## config.mk

```make
export PLATFORM = sky130hd
export DESIGN_NAME = optical_pulse_port
export DESIGN_NICKNAME = d
export VERILOG_FILES = /design/src/verilog/optical_pulse_pkg.sv /design/src/verilog/optical_pulse_port.sv
export SDC_FILE = /design/constraint.sdc
export NUM_CORES = 1
export LEC_CHECK = 0
export ABC_AREA = 1
export ABC_CLOCK_PERIOD_IN_PS = 6900
export BUFFER_PORTS_ARGS = -buffer_cell sky130_fd_sc_hd__buf_2
export CAP_MARGIN = 10
export CORE_MARGIN = 2
export CORE_UTILIZATION = 30
export CTS_CLUSTER_SIZE = 10
export DETAILED_ROUTE_END_ITERATION = 8
export GPL_TIMING_DRIVEN = 0
export PLACE_DENSITY = 0.51
export SYNTH_ARGS = -nofsm -noshare
export SYNTH_HDL_FRONTEND = slang
export SYNTH_SLANG_ARGS = --single-unit
```

## constraint.sdc

```tcl
create_clock -name clk_sys -period 6.9 [get_ports clk_sys]
set_input_delay 0 -clock clk_sys [delete_from_list [all_inputs] [get_ports clk_sys]]
set_output_delay 0 -clock clk_sys [all_outputs]
set_load 0.03 [all_outputs]
```

## src/verilog/optical_pulse_pkg.sv

```systemverilog
`default_nettype none
// ============================================================
// shared constants for the optical port and pulse output block
// ============================================================
package optical_pulse_pkg;

    // ========================================================
    // register indices (byte address = index * 4)
    // ========================================================
    localparam logic [13:0] IDX_PULSE_CFG  = 14'h2004;
    localparam logic [13:0] IDX_TX_CFG     = 14'h2007;
    localparam logic [13:0] IDX_OPT_CFG    = 14'h2008;
    localparam logic [13:0] IDX_MAX_WIDTH  = 14'h2080;
    localparam logic [13:0] IDX_INTERVAL   = 14'h2081;
    localparam logic [13:0] IDX_PULSE_STAT = 14'h2082;

    // ========================================================
    // field positions
    // ========================================================
    localparam int POS_PULSE_INV = 6;
    localparam int POS_TX_SEL    = 6;
    localparam int POS_TX_DUTY   = 0;
    localparam int POS_RX_DIG    = 5;
    localparam int POS_RX_INV    = 4;
    localparam int POS_TX_MOD    = 1;
    localparam int POS_TX_INV    = 0;
    localparam int POS_ST_ACTIVE = 0;
    localparam int POS_ST_SPENT  = 1;
    localparam int POS_ST_PEND   = 8;

    // ========================================================
    // reset values
    // ========================================================
    localparam logic [7:0] RST_MAX_WIDTH = 8'hff;
    localparam logic [7:0] RST_INTERVAL  = 8'h00;
    localparam logic [1:0] RST_TX_SEL    = 2'h0;
    localparam logic [1:0] RST_TX_DUTY   = 2'h0;

    // ========================================================
    // codes
    // ========================================================
    localparam logic [1:0] TXSRC_UART  = 2'h0;
    localparam logic [1:0] TXSRC_GPIO  = 2'h1;
    localparam logic [1:0] TXSRC_PULSE = 2'h2;
    localparam logic [7:0] WIDTH_NO_LIMIT = 8'hff;

    // ========================================================
    // timing
    // ========================================================
    localparam int CLK_PERIOD_NS    = 40;
    localparam int SAMPLE_PERIOD_NS = 397000;
    localparam int SAMPLE_CYCLES    = SAMPLE_PERIOD_NS / CLK_PERIOD_NS;
    localparam int PACE_UNIT_CYCLES = 16;

    typedef enum logic [1:0] {PACE_IDLE, PACE_ACTIVE, PACE_GAP} pace_state_e;

endpackage : optical_pulse_pkg
`default_nettype wire

```

## src/verilog/optical_pulse_port.sv

```systemverilog
`timescale 1ns/100ps
`default_nettype none
// What this block does
// - rx pin: comparator input or digital io
// - rx invert affects only uart input
// - tx source: uart, io, pulse, reserved
// - tx invert applied before modulation
// - modulate tx only where it is zero
// - duty field picks carrier low time
// - pulse width capped at 2n+1 intervals on the direct path only
// - interval zero bypasses the pulse queue
// - pulse active low, invert makes high
module optical_pulse_port #(
    parameter int SAMPLE_CYCLES    = optical_pulse_pkg::SAMPLE_CYCLES,
    parameter int PACE_UNIT_CYCLES = optical_pulse_pkg::PACE_UNIT_CYCLES
) (
    input  wire logic        clk_sys,
    input  wire logic        rstn,
    input  wire logic        psel,
    input  wire logic        penable,
    input  wire logic        pwrite,
    input  wire logic [15:0] paddr,
    input  wire logic [31:0] pwdata,
    output logic [31:0]      prdata,
    output logic             pready,
    output logic             pslverr,
    input  wire logic        uart_txd,
    output logic             uart_rxd,
    input  wire logic        rx_comparator,
    input  wire logic        general_io_one_out,
    input  wire logic        general_io_one_oe,
    output logic             general_io_one_in,
    input  wire logic        general_io_two_out,
    input  wire logic        general_io_two_oe,
    input  wire logic        ce_pulse,
    input  wire logic        optical_receive_pin_in,
    output logic             optical_receive_pin_out,
    output logic             optical_receive_pin_oe,
    output logic             optical_transmit_pin_out,
    output logic             optical_transmit_pin_oe,
    output logic             energy_pulse_out
);

    // ========================================================
    // state
    // ========================================================
    typedef struct packed {
        // software fields
        logic                           pulse_inv;
        logic [1:0]                     tx_sel;
        logic [1:0]                     tx_duty;
        logic                           rx_dig;
        logic                           rx_inv;
        logic                           tx_mod;
        logic                           tx_inv;
        logic [7:0]                     max_width;
        logic [7:0]                     interval;

        // timers
        logic [15:0]                    samp_cnt;
        logic [7:0]                     unit_cnt;
        logic [7:0]                     ivl_cnt;
        logic [3:0]                     mod_phase;

        // pulse path
        logic                           ce_prev;
        logic [7:0]                     pend;

        optical_pulse_pkg::pace_state_e pstate;
        logic [8:0]                     width_cnt;
        logic                           spent;
        logic                           active;

        // bus answer
        logic                           pready;
        logic                           pslverr;
        logic [31:0]                    prdata;

        // pin levels
        logic                           uart_rxd;
        logic                           io1_in;
        logic                           rx_out;
        logic                           rx_oe;
        logic                           tx_out;
        logic                           tx_oe;
        logic                           pulse_pin;
    } state_s;

    state_s st_r;
    state_s st_nxt;

    // ========================================================
    // helpers
    // ========================================================
    // register hit test, shared by the read and write paths
    function automatic logic hit(input logic [15:0] addr, input logic [13:0] idx);
        hit = (addr[1:0] == 2'h0) && (addr[15:2] == idx);
    endfunction

    // carrier low-time: 50, 25, 12.5 or 6.25 percent of 16 phases
    function automatic logic carrier(input logic [1:0] duty, input logic [3:0] phase);
        logic [4:0] low_phases;
        low_phases = 5'h10 >> (5'h1 + {3'h0, duty});
        carrier = ({1'b0, phase} >= low_phases);
    endfunction

    // timer end counts
    localparam logic [15:0] SAMP_LAST = 16'(SAMPLE_CYCLES - 1);
    localparam logic [7:0]  UNIT_LAST = 8'(PACE_UNIT_CYCLES - 1);

    logic       acc;
    logic       wr_en;
    logic       mapped;

    logic       samp_tick;
    logic       unit_tick;
    logic       pace_tick;

    logic       ce_rise;
    logic       pend_take;
    logic [8:0] width_lim;

    logic       tx_base;
    logic       tx_inv_v;

    // ========================================================
    // next state
    // ========================================================
    always_comb begin
        st_nxt = st_r;

        // apb: answer prepared in setup, so access ends after one cycle
        acc    = psel && penable && st_r.pready;
        wr_en  = acc && pwrite;

        mapped = hit(paddr, optical_pulse_pkg::IDX_PULSE_CFG) || hit(paddr, optical_pulse_pkg::IDX_TX_CFG)
              || hit(paddr, optical_pulse_pkg::IDX_OPT_CFG) || hit(paddr, optical_pulse_pkg::IDX_MAX_WIDTH)
              || hit(paddr, optical_pulse_pkg::IDX_INTERVAL) || hit(paddr, optical_pulse_pkg::IDX_PULSE_STAT);

        st_nxt.pready  = psel && !penable;
        st_nxt.pslverr = psel && !penable && !mapped;
        st_nxt.prdata  = 32'h0;
        // read mux
        if (psel && !penable && !pwrite) begin
            if (hit(paddr, optical_pulse_pkg::IDX_PULSE_CFG))
                st_nxt.prdata[optical_pulse_pkg::POS_PULSE_INV] = st_r.pulse_inv;

            if (hit(paddr, optical_pulse_pkg::IDX_TX_CFG)) begin
                st_nxt.prdata[optical_pulse_pkg::POS_TX_SEL +: 2]  = st_r.tx_sel;
                st_nxt.prdata[optical_pulse_pkg::POS_TX_DUTY +: 2] = st_r.tx_duty;
            end

            if (hit(paddr, optical_pulse_pkg::IDX_OPT_CFG)) begin
                st_nxt.prdata[optical_pulse_pkg::POS_RX_DIG] = st_r.rx_dig;
                st_nxt.prdata[optical_pulse_pkg::POS_RX_INV] = st_r.rx_inv;
                st_nxt.prdata[optical_pulse_pkg::POS_TX_MOD] = st_r.tx_mod;
                st_nxt.prdata[optical_pulse_pkg::POS_TX_INV] = st_r.tx_inv;
            end

            if (hit(paddr, optical_pulse_pkg::IDX_MAX_WIDTH))
                st_nxt.prdata[7:0] = st_r.max_width;

            if (hit(paddr, optical_pulse_pkg::IDX_INTERVAL))
                st_nxt.prdata[7:0] = st_r.interval;

            if (hit(paddr, optical_pulse_pkg::IDX_PULSE_STAT)) begin
                st_nxt.prdata[optical_pulse_pkg::POS_ST_ACTIVE]  = st_r.active;
                st_nxt.prdata[optical_pulse_pkg::POS_ST_SPENT]   = st_r.spent;
                st_nxt.prdata[optical_pulse_pkg::POS_ST_PEND +: 8] = st_r.pend;
            end
        end

        // register writes; the status word is read-only
        if (wr_en && hit(paddr, optical_pulse_pkg::IDX_PULSE_CFG))
            st_nxt.pulse_inv = pwdata[optical_pulse_pkg::POS_PULSE_INV];

        if (wr_en && hit(paddr, optical_pulse_pkg::IDX_TX_CFG)) begin
            st_nxt.tx_sel  = pwdata[optical_pulse_pkg::POS_TX_SEL +: 2];
            st_nxt.tx_duty = pwdata[optical_pulse_pkg::POS_TX_DUTY +: 2];
        end

        if (wr_en && hit(paddr, optical_pulse_pkg::IDX_OPT_CFG)) begin
            st_nxt.rx_dig = pwdata[optical_pulse_pkg::POS_RX_DIG];
            st_nxt.rx_inv = pwdata[optical_pulse_pkg::POS_RX_INV];
            st_nxt.tx_mod = pwdata[optical_pulse_pkg::POS_TX_MOD];
            st_nxt.tx_inv = pwdata[optical_pulse_pkg::POS_TX_INV];
        end

        if (wr_en && hit(paddr, optical_pulse_pkg::IDX_MAX_WIDTH))
            st_nxt.max_width = pwdata[7:0];

        // values other than 0 and 81 are not checked; software keeps to 81
        if (wr_en && hit(paddr, optical_pulse_pkg::IDX_INTERVAL))
            st_nxt.interval = pwdata[7:0];

        // free-running sample and pacing-unit timers
        samp_tick        = (st_r.samp_cnt == SAMP_LAST);
        st_nxt.samp_cnt  = samp_tick ? 16'h0 : st_r.samp_cnt + 16'h1;

        unit_tick        = (st_r.unit_cnt == UNIT_LAST);
        st_nxt.unit_cnt  = unit_tick ? 8'h0 : st_r.unit_cnt + 8'h1;

        pace_tick        = 1'b0;
        if (st_r.interval == 8'h0) begin
            st_nxt.ivl_cnt = 8'h0;
        end else if (unit_tick) begin
            pace_tick      = (st_r.ivl_cnt >= st_r.interval - 8'h1);
            st_nxt.ivl_cnt = pace_tick ? 8'h0 : st_r.ivl_cnt + 8'h1;
        end

        // carrier phase
        st_nxt.mod_phase = st_r.mod_phase + 4'h1;

        // energy pulse shaping
        st_nxt.ce_prev = ce_pulse;
        ce_rise        = ce_pulse && !st_r.ce_prev;

        width_lim      = {st_r.max_width, 1'b1};
        pend_take      = 1'b0;

        if (st_r.interval == 8'h0) begin
            // direct path: follow the engine, cut long pulses
            st_nxt.pend   = 8'h0;
            st_nxt.pstate = optical_pulse_pkg::PACE_IDLE;
            if (!ce_pulse) begin
                st_nxt.spent     = 1'b0;
                st_nxt.width_cnt = 9'h0;
            end else if (st_r.active && samp_tick) begin
                st_nxt.width_cnt = st_r.width_cnt + 9'h1;
                if (st_r.max_width != optical_pulse_pkg::WIDTH_NO_LIMIT && st_nxt.width_cnt >= width_lim)
                    st_nxt.spent = 1'b1;
            end

            st_nxt.active = ce_pulse && !st_nxt.spent;
        end else begin
            // queued path: one interval active, one interval gap, then one interval idle before the next
            st_nxt.spent     = 1'b0;
            st_nxt.width_cnt = 9'h0;

            unique case (st_r.pstate)
                optical_pulse_pkg::PACE_IDLE: begin
                    if (pace_tick && st_r.pend != 8'h0) begin
                        pend_take     = 1'b1;
                        st_nxt.pstate = optical_pulse_pkg::PACE_ACTIVE;
                    end
                end
                optical_pulse_pkg::PACE_ACTIVE: begin
                    if (pace_tick)
                        st_nxt.pstate = optical_pulse_pkg::PACE_GAP;
                end
                optical_pulse_pkg::PACE_GAP: begin
                    if (pace_tick)
                        st_nxt.pstate = optical_pulse_pkg::PACE_IDLE;
                end
                default: st_nxt.pstate = optical_pulse_pkg::PACE_IDLE;
            endcase

            // a new pulse and a departing one in the same cycle cancel out
            if (ce_rise && !pend_take && st_r.pend != 8'hff)
                st_nxt.pend = st_r.pend + 8'h1;
            else if (pend_take && !ce_rise)
                st_nxt.pend = st_r.pend - 8'h1;
            st_nxt.active = (st_nxt.pstate == optical_pulse_pkg::PACE_ACTIVE);
        end

        st_nxt.pulse_pin = !(st_nxt.active ^ st_r.pulse_inv);

        // receive pin: analog comparator path or digital io
        if (st_r.rx_dig) begin
            st_nxt.uart_rxd = 1'b1;
            st_nxt.io1_in   = optical_receive_pin_in;
            st_nxt.rx_out   = general_io_one_out;
            st_nxt.rx_oe    = general_io_one_oe;
        end else begin
            // comparator path
            st_nxt.uart_rxd = rx_comparator ^ st_r.rx_inv;
            st_nxt.io1_in   = 1'b0;
            st_nxt.rx_out   = 1'b0;
            st_nxt.rx_oe    = 1'b0;
        end

        // transmit pin: source, then invert, then modulate
        tx_base  = (st_r.tx_sel == optical_pulse_pkg::TXSRC_PULSE) ? st_r.pulse_pin : uart_txd;

        tx_inv_v = tx_base ^ st_r.tx_inv;

        if (st_r.tx_sel == optical_pulse_pkg::TXSRC_GPIO) begin
            st_nxt.tx_out = general_io_two_out;
            st_nxt.tx_oe  = general_io_two_oe;
        end else if (st_r.tx_sel == 2'h3) begin
            // reserved code: park the pin at the idle level
            st_nxt.tx_out = 1'b1;
            st_nxt.tx_oe  = 1'b1;
        end else begin
            st_nxt.tx_out = (st_r.tx_mod && !tx_inv_v) ? carrier(st_r.tx_duty, st_r.mod_phase) : tx_inv_v;
            st_nxt.tx_oe  = 1'b1;
        end
    end

    // ========================================================
    // registers
    // ========================================================
    // all state in one flop group, reset to constants only
    always_ff @(posedge clk_sys or negedge rstn) begin
        if (!rstn) begin
            st_r           <= '0;
            // named reset values and idle-high pin levels
            st_r.tx_sel    <= optical_pulse_pkg::RST_TX_SEL;
            st_r.tx_duty   <= optical_pulse_pkg::RST_TX_DUTY;
            st_r.max_width <= optical_pulse_pkg::RST_MAX_WIDTH;
            st_r.interval  <= optical_pulse_pkg::RST_INTERVAL;
            st_r.pstate    <= optical_pulse_pkg::PACE_IDLE;
            st_r.pulse_pin <= 1'b1;
            st_r.uart_rxd  <= 1'b1;
            st_r.tx_out    <= 1'b1;
        end else begin
            st_r <= st_nxt;
        end
    end

    // ========================================================
    // outputs, each straight from a flop
    // ========================================================
    assign prdata                   = st_r.prdata;
    assign pready                   = st_r.pready;
    assign pslverr                  = st_r.pslverr;

    assign uart_rxd                 = st_r.uart_rxd;
    assign general_io_one_in        = st_r.io1_in;

    assign optical_receive_pin_out  = st_r.rx_out;
    assign optical_receive_pin_oe   = st_r.rx_oe;

    assign optical_transmit_pin_out = st_r.tx_out;
    assign optical_transmit_pin_oe  = st_r.tx_oe;

    assign energy_pulse_out         = st_r.pulse_pin;

endmodule // optical_pulse_port
`default_nettype wire
```

After elaboration in Yosys (flattened, before gate mapping). Index checks and enable logic that the tools add are counted.

$lt $le $gt $ge: 3. Bitwise logic cells: 3. Multipliers: 0. Add/sub/neg operators: 9. Equality and inequality tests: 17. Divide/modulo/power cells: 0. Mux-type cells: 37. Reductions and logical operators: 46. Shift-type cells: 1.

Operators by type and width (number): 14-bit == test, second input constant (6); 8-bit 2-to-1 mux (9); 16-bit 2-to-1 mux (2); 10-bit 2-to-1 mux (3); 1-bit logical AND (26); 8-bit by 1-bit adder with 8-bit output, second input constant (3); 2-bit 2-to-1 mux (11); 21-bit 2-to-1 mux (1); 16-bit by 1-bit adder with 16-bit output, second input constant (1); 16-bit by 14-bit == test with 1-bit output, second input constant (1); 8-bit != test, second input constant (2); 8-bit by 1-bit subtractor with 8-bit output, second input constant (2); 9-bit by 1-bit adder with 9-bit output, second input constant (1); 9-bit >= comparator (1); 1-bit logical NOT (9); 1-bit 2-to-1 mux (9); 8-bit by 4-bit == test with 1-bit output, second input constant (1); 8-bit >= comparator (1); 8-bit logical NOT (1); 8-bit nonzero test (1); 2-bit by 1-bit == test with 1-bit output, second input constant (3); 2-bit == test, second input constant (3); 2-bit one-hot mux with 3 select lines (1); 4-bit by 5-bit >= comparator with 1-bit output (1); 10 further kinds (17).

Latch bits: 0. Word-level logic and storage cells: 145. Memories: 0. Bits of input ports: 61. Memory bits (read-only): 0. Register bits after elaboration: 108. Bits in writable memories: 0.

Longest topological paths before layout.
Word-level depth: 15. Gate-level depth with buffers: 26.

Worst setup path before layout. OpenSTA, ideal clock, no wires.

Kind: reg2reg. Start point: reg st_r[99] (netlist name). End point: reg st_r[60] (netlist name). Arrival: 3.111 ns. Slack: 3.671 ns. Setup time: 0.119 ns. Cell stages (with the launch flop): 22. Path buffers: 1. Path through: dfrtp_1 inv_1 ha_1 nand3_1 xnor2_1 inv_1 ha_1 nand2_1 o21a_1 nand2_1 nand3_2 nand2_2 buf_4 inv_1 fa_1 o21ai_0 nand2_1 nand2_1 a21oi_1 xnor2_1 nand2_1 nand2_1.

Longest elaborated chain between the ends: 13.

Ends and longest elaborated chain: start, declared (RTL line optical_pulse_port.sv:89) `state_s st_r;`; start signal, assigned (RTL line optical_pulse_port.sv:317) `st_r <= st_nxt;`; 8-bit by 1-bit subtractor with 8-bit output (RTL line optical_pulse_port.sv:207) `pace_tick = (st_r.ivl_cnt >= st_r.interval - 8'h1);`; 8-bit >= comparator (RTL line optical_pulse_port.sv:207); 1-bit 2-to-1 mux (RTL line optical_pulse_port.sv:206) `end else if (unit_tick) begin`; 1-bit 2-to-1 mux (RTL line optical_pulse_port.sv:204) `if (st_r.interval == 8'h0) begin`; 1-bit logical AND (RTL line optical_pulse_port.sv:242) `if (pace_tick && st_r.pend != 8'h0) begin`; 1-bit 2-to-1 mux (RTL line optical_pulse_port.sv:242); 1-bit 2-to-1 mux (RTL line optical_pulse_port.sv:240) `unique case (st_r.pstate)`; 1-bit 2-to-1 mux (RTL line optical_pulse_port.sv:221) `if (st_r.interval == 8'h0) begin`; 1-bit logical NOT (RTL line optical_pulse_port.sv:259) `if (ce_rise && !pend_take && st_r.pend != 8'hff)`; 1-bit logical AND (2 in a row) (RTL line optical_pulse_port.sv:259); 8-bit 2-to-1 mux (RTL line optical_pulse_port.sv:259); 21-bit 2-to-1 mux (RTL line optical_pulse_port.sv:221).

Parallel ways exist; a longest one is shown, timed or not. The select of a mux whose other input is x is not followed. A chain may end at the register's enable or synchronous reset.

Worst setup path in the final report.
Start point: reg st_r[100] (netlist name). End point: reg st_r[60] (netlist name).

Same word-level chain as after synthesis.

==> results_dict.tcl <==
set metrics [dict create \
    status "finished clean" \
    largest_reg_flops 83 \
    cts_buffers 9 \
    seq_area_frac_synth_pct 42.9 \
    top_register "st_r" \
    netlist_area_um2 6320 \
    drtIter0Drc 256 \
    synth_edf_count 0 \
    rrSetupSlack_ns 3.23 \
    initial_core_util_pct 30.3 \
    slew_viol_final 0 \
    fp-row-count 53 \
    worstSetupStartpoint "st_r[100]" \
    rsz0062_at_grt "no" \
    cts_tree "done" \
    skew_ns 0.00709 \
    drc 0 \
    ys_warn_count 0 \
    syn_inst 776 \
    grt_max_degree 76 \
    cts_setup_buffers 0 \
    cts_resized 0 \
    hold_viol 0 \
    synth_seq_cells 108 \
    maxSlewHeadroom_pct 57.4 \
    postSynthAreaPerCell_um2 8.15 \
    ant_nets 0 \
    p_leak_uw 0.00392 \
    ys_types 46 \
    crit_path_end_kind "flip-flop" \
    finalCritPeriodShare_pct 53.2 \
    finalSetupViolCount 0 \
    antenna_found_initial 0 \
    required_ns 7.15 \
    cts.sinks 108 \
    timing_worst_slew_pin_value_ns 0.637 \
    hpwl_um 10800 \
    area_delta_synth_final_pct 19.9 \
    hp-start "pwrite" \
    io_buffers 61 \
    fmax_mhz 273 \
    routed_wl_um 14400 \
    r2r_end "st_r[60]" \
    grt-ovfl-total 0 \
    min_path_type "primary input to flip-flop" \
    period_needed_ns 3.67 \
    drive_gt1_share_pct 18.3 \
    r2r-start "st_r[100]" \
    drt-pass1-iter-count 4 \
    core-area_um2 20900 \
    diodes 0 \
    htree_num_levels 3 \
    nets 980 \
    die_w_um 149 \
    synthArstFlopShare_pct 100 \
    ys.flop_type "dfrtp_1" \
    timing.setup.critical_path_class "flip-flop to flip-flop" \
    critPathLaunchType "flip-flop" \
    tns_ns 0 \
    path_clk_slew_ns 0.08 \
    die_h_um 149 \
    p_total_uw 1280 \
    rr_worst_depth 21 \
    via_per_inst 4.33 \
    clk_latency_ns 0.36 \
    cp_max_fo 15 \
    die-area_um2 22300 \
    cp-endpoint "st_r[60]" \
    peakVddDrop_v 0.000108 \
    cts_buffer_depth 2 \
    grt_pass1_wl_um 23800 \
    grt_pass1_vias 4739 \
    place_congestion 0.805 \
    cap_viol_max_count 0 \
    grt_util_all_layers_pct 13.4 \
    root_buffer "clkbuf_16" \
    ioPinCount 102 \
    p_per_area_nw_per_um2 169 \
    arrival_ns 3.92 \
    routedWlPerCell_um 12.4 \
    vias 5041 \
]
[how the worst min path moves through the flow]
stage / cells past startpoint / endpoint / slack (ns)
global placement: 1 / st_r[62] / 0.17
CTS: 4 / prdata[10] / 0.05
detailed placement: 1 / st_r[98] / -0.09
floorplan: 0 / general_io_one_in / -0.30
finish: 4 / prdata[10] / 0.05
global route: 4 / st_r[123] / 0.06
[placed cells by master, fill, tap and decap left out, types with 20 or more instances in the layout]
cell	count
o21ai_0	37
dfrtp_1	97
nand4_1	22
a21oi_1	26
inv_1	134
dlygate4sd3_1	20
xor2_1	20
nand2_1	141
buf_4	33
buf_2	60
ha_1	34
nor2_1	66
nand3_1	42
[cells by family (layout without fill, tap and decap cells)]
family	count (synthesis)	in the layout	synth area share [%]
multiplexers	2	2	0.317
AND/OR/NAND/NOR	326	326	23.8
XOR/XNOR	32	32	4.43
flip-flops	108	108	42.9
AO/OA/AOI/OAI	96	96	8.84
adder cells (fa/ha/maj)	35	35	7.04
buffers and inverters	176	274	12.5
other	1	16	0.0593
[cell type report]
type | instances | area [um2]
clock buffers | 9 | 225
repair buffers | 82 | 539
multi-input cells | 507 | 2870
inverters | 140 | 527
clock inverters | 7 | 91.3
flip-flops and latches | 108 | 2720
plain buffers | 36 | 267
well taps | 275 | 344
fillers | 2179 | 13300
[synthesized netlist by cell type, drive strengths merged (12+ instances only)]
library cell | count | area share [%]
ha | 34 | 6.7
dfrtp | 97 | 38
nor3 | 21 | 1.9
nand2 | 150 | 9.3
o21ai | 51 | 4.5
nand4 | 24 | 2.7
xnor2 | 12 | 1.7
buf | 34 | 4.1
a21oi | 27 | 2.3
nand3 | 45 | 3.8
xor2 | 20 | 2.8
nor2 | 74 | 4.9
inv | 138 | 8.2
[metal layers]
layer | part of all wire [%] | GRT usage (%) | vias up
met2 | 45 | 20.3 | 65
met3 | 3.9 | 2.97 | 6
met1 | 51 | 19.9 | 2317
li1 | - | - | 2653
met5 | 0 | 0 | -
met4 | 0.66 | 2.29 | 0
[per-stage QoR]
step	worst slack (ns)	utilization, %	std cells	instance area, um2	hold slack, ns
after floorplan	3.67	-	791	6380	-0.296
after CTS	3.18	36.3	1164	7580	0.0485
after global routing	2.84	36.3	1164	7580	0.0601
final	3.23	36.3	1164	7580	0.0466
after global placement	3.22	33.7	1127	7030	0.168
after detailed placement	3.23	33.8	1128	7060	-0.0870
[critical path, stage by stage (launching register included)]
cell and delay (ns):
dfrtp_1 0.38, inv_1 0.17, ha_1 0.24, nand3_1 0.10, xnor2_1 0.14, inv_1 0.05, ha_1 0.27, nand2_1 0.06
o21a_1 0.22, nand2_1 0.19, nand3_2 0.15, nand2_2 0.13, buf_4 0.22, inv_1 0.07, fa_1 0.41, o21ai_0 0.29
nand2_1 0.08, nand2_1 0.07, a21oi_1 0.07, xnor2_1 0.13, nand2_1 0.07, nand2_1 0.05
[power breakdown]
group,switching [uW],leakage [uW],internal [uW]
sequential,1.03,0.00143,635
combinational,50.8,0.00234,30.8
clock,268,0.000152,292
[timing repair]
item	CTS	global route
endpoints found under the setup margin	0	0
hold buffers	20	0
endpoints found under the hold margin	128	0
(Power assumes the default switching activity.)
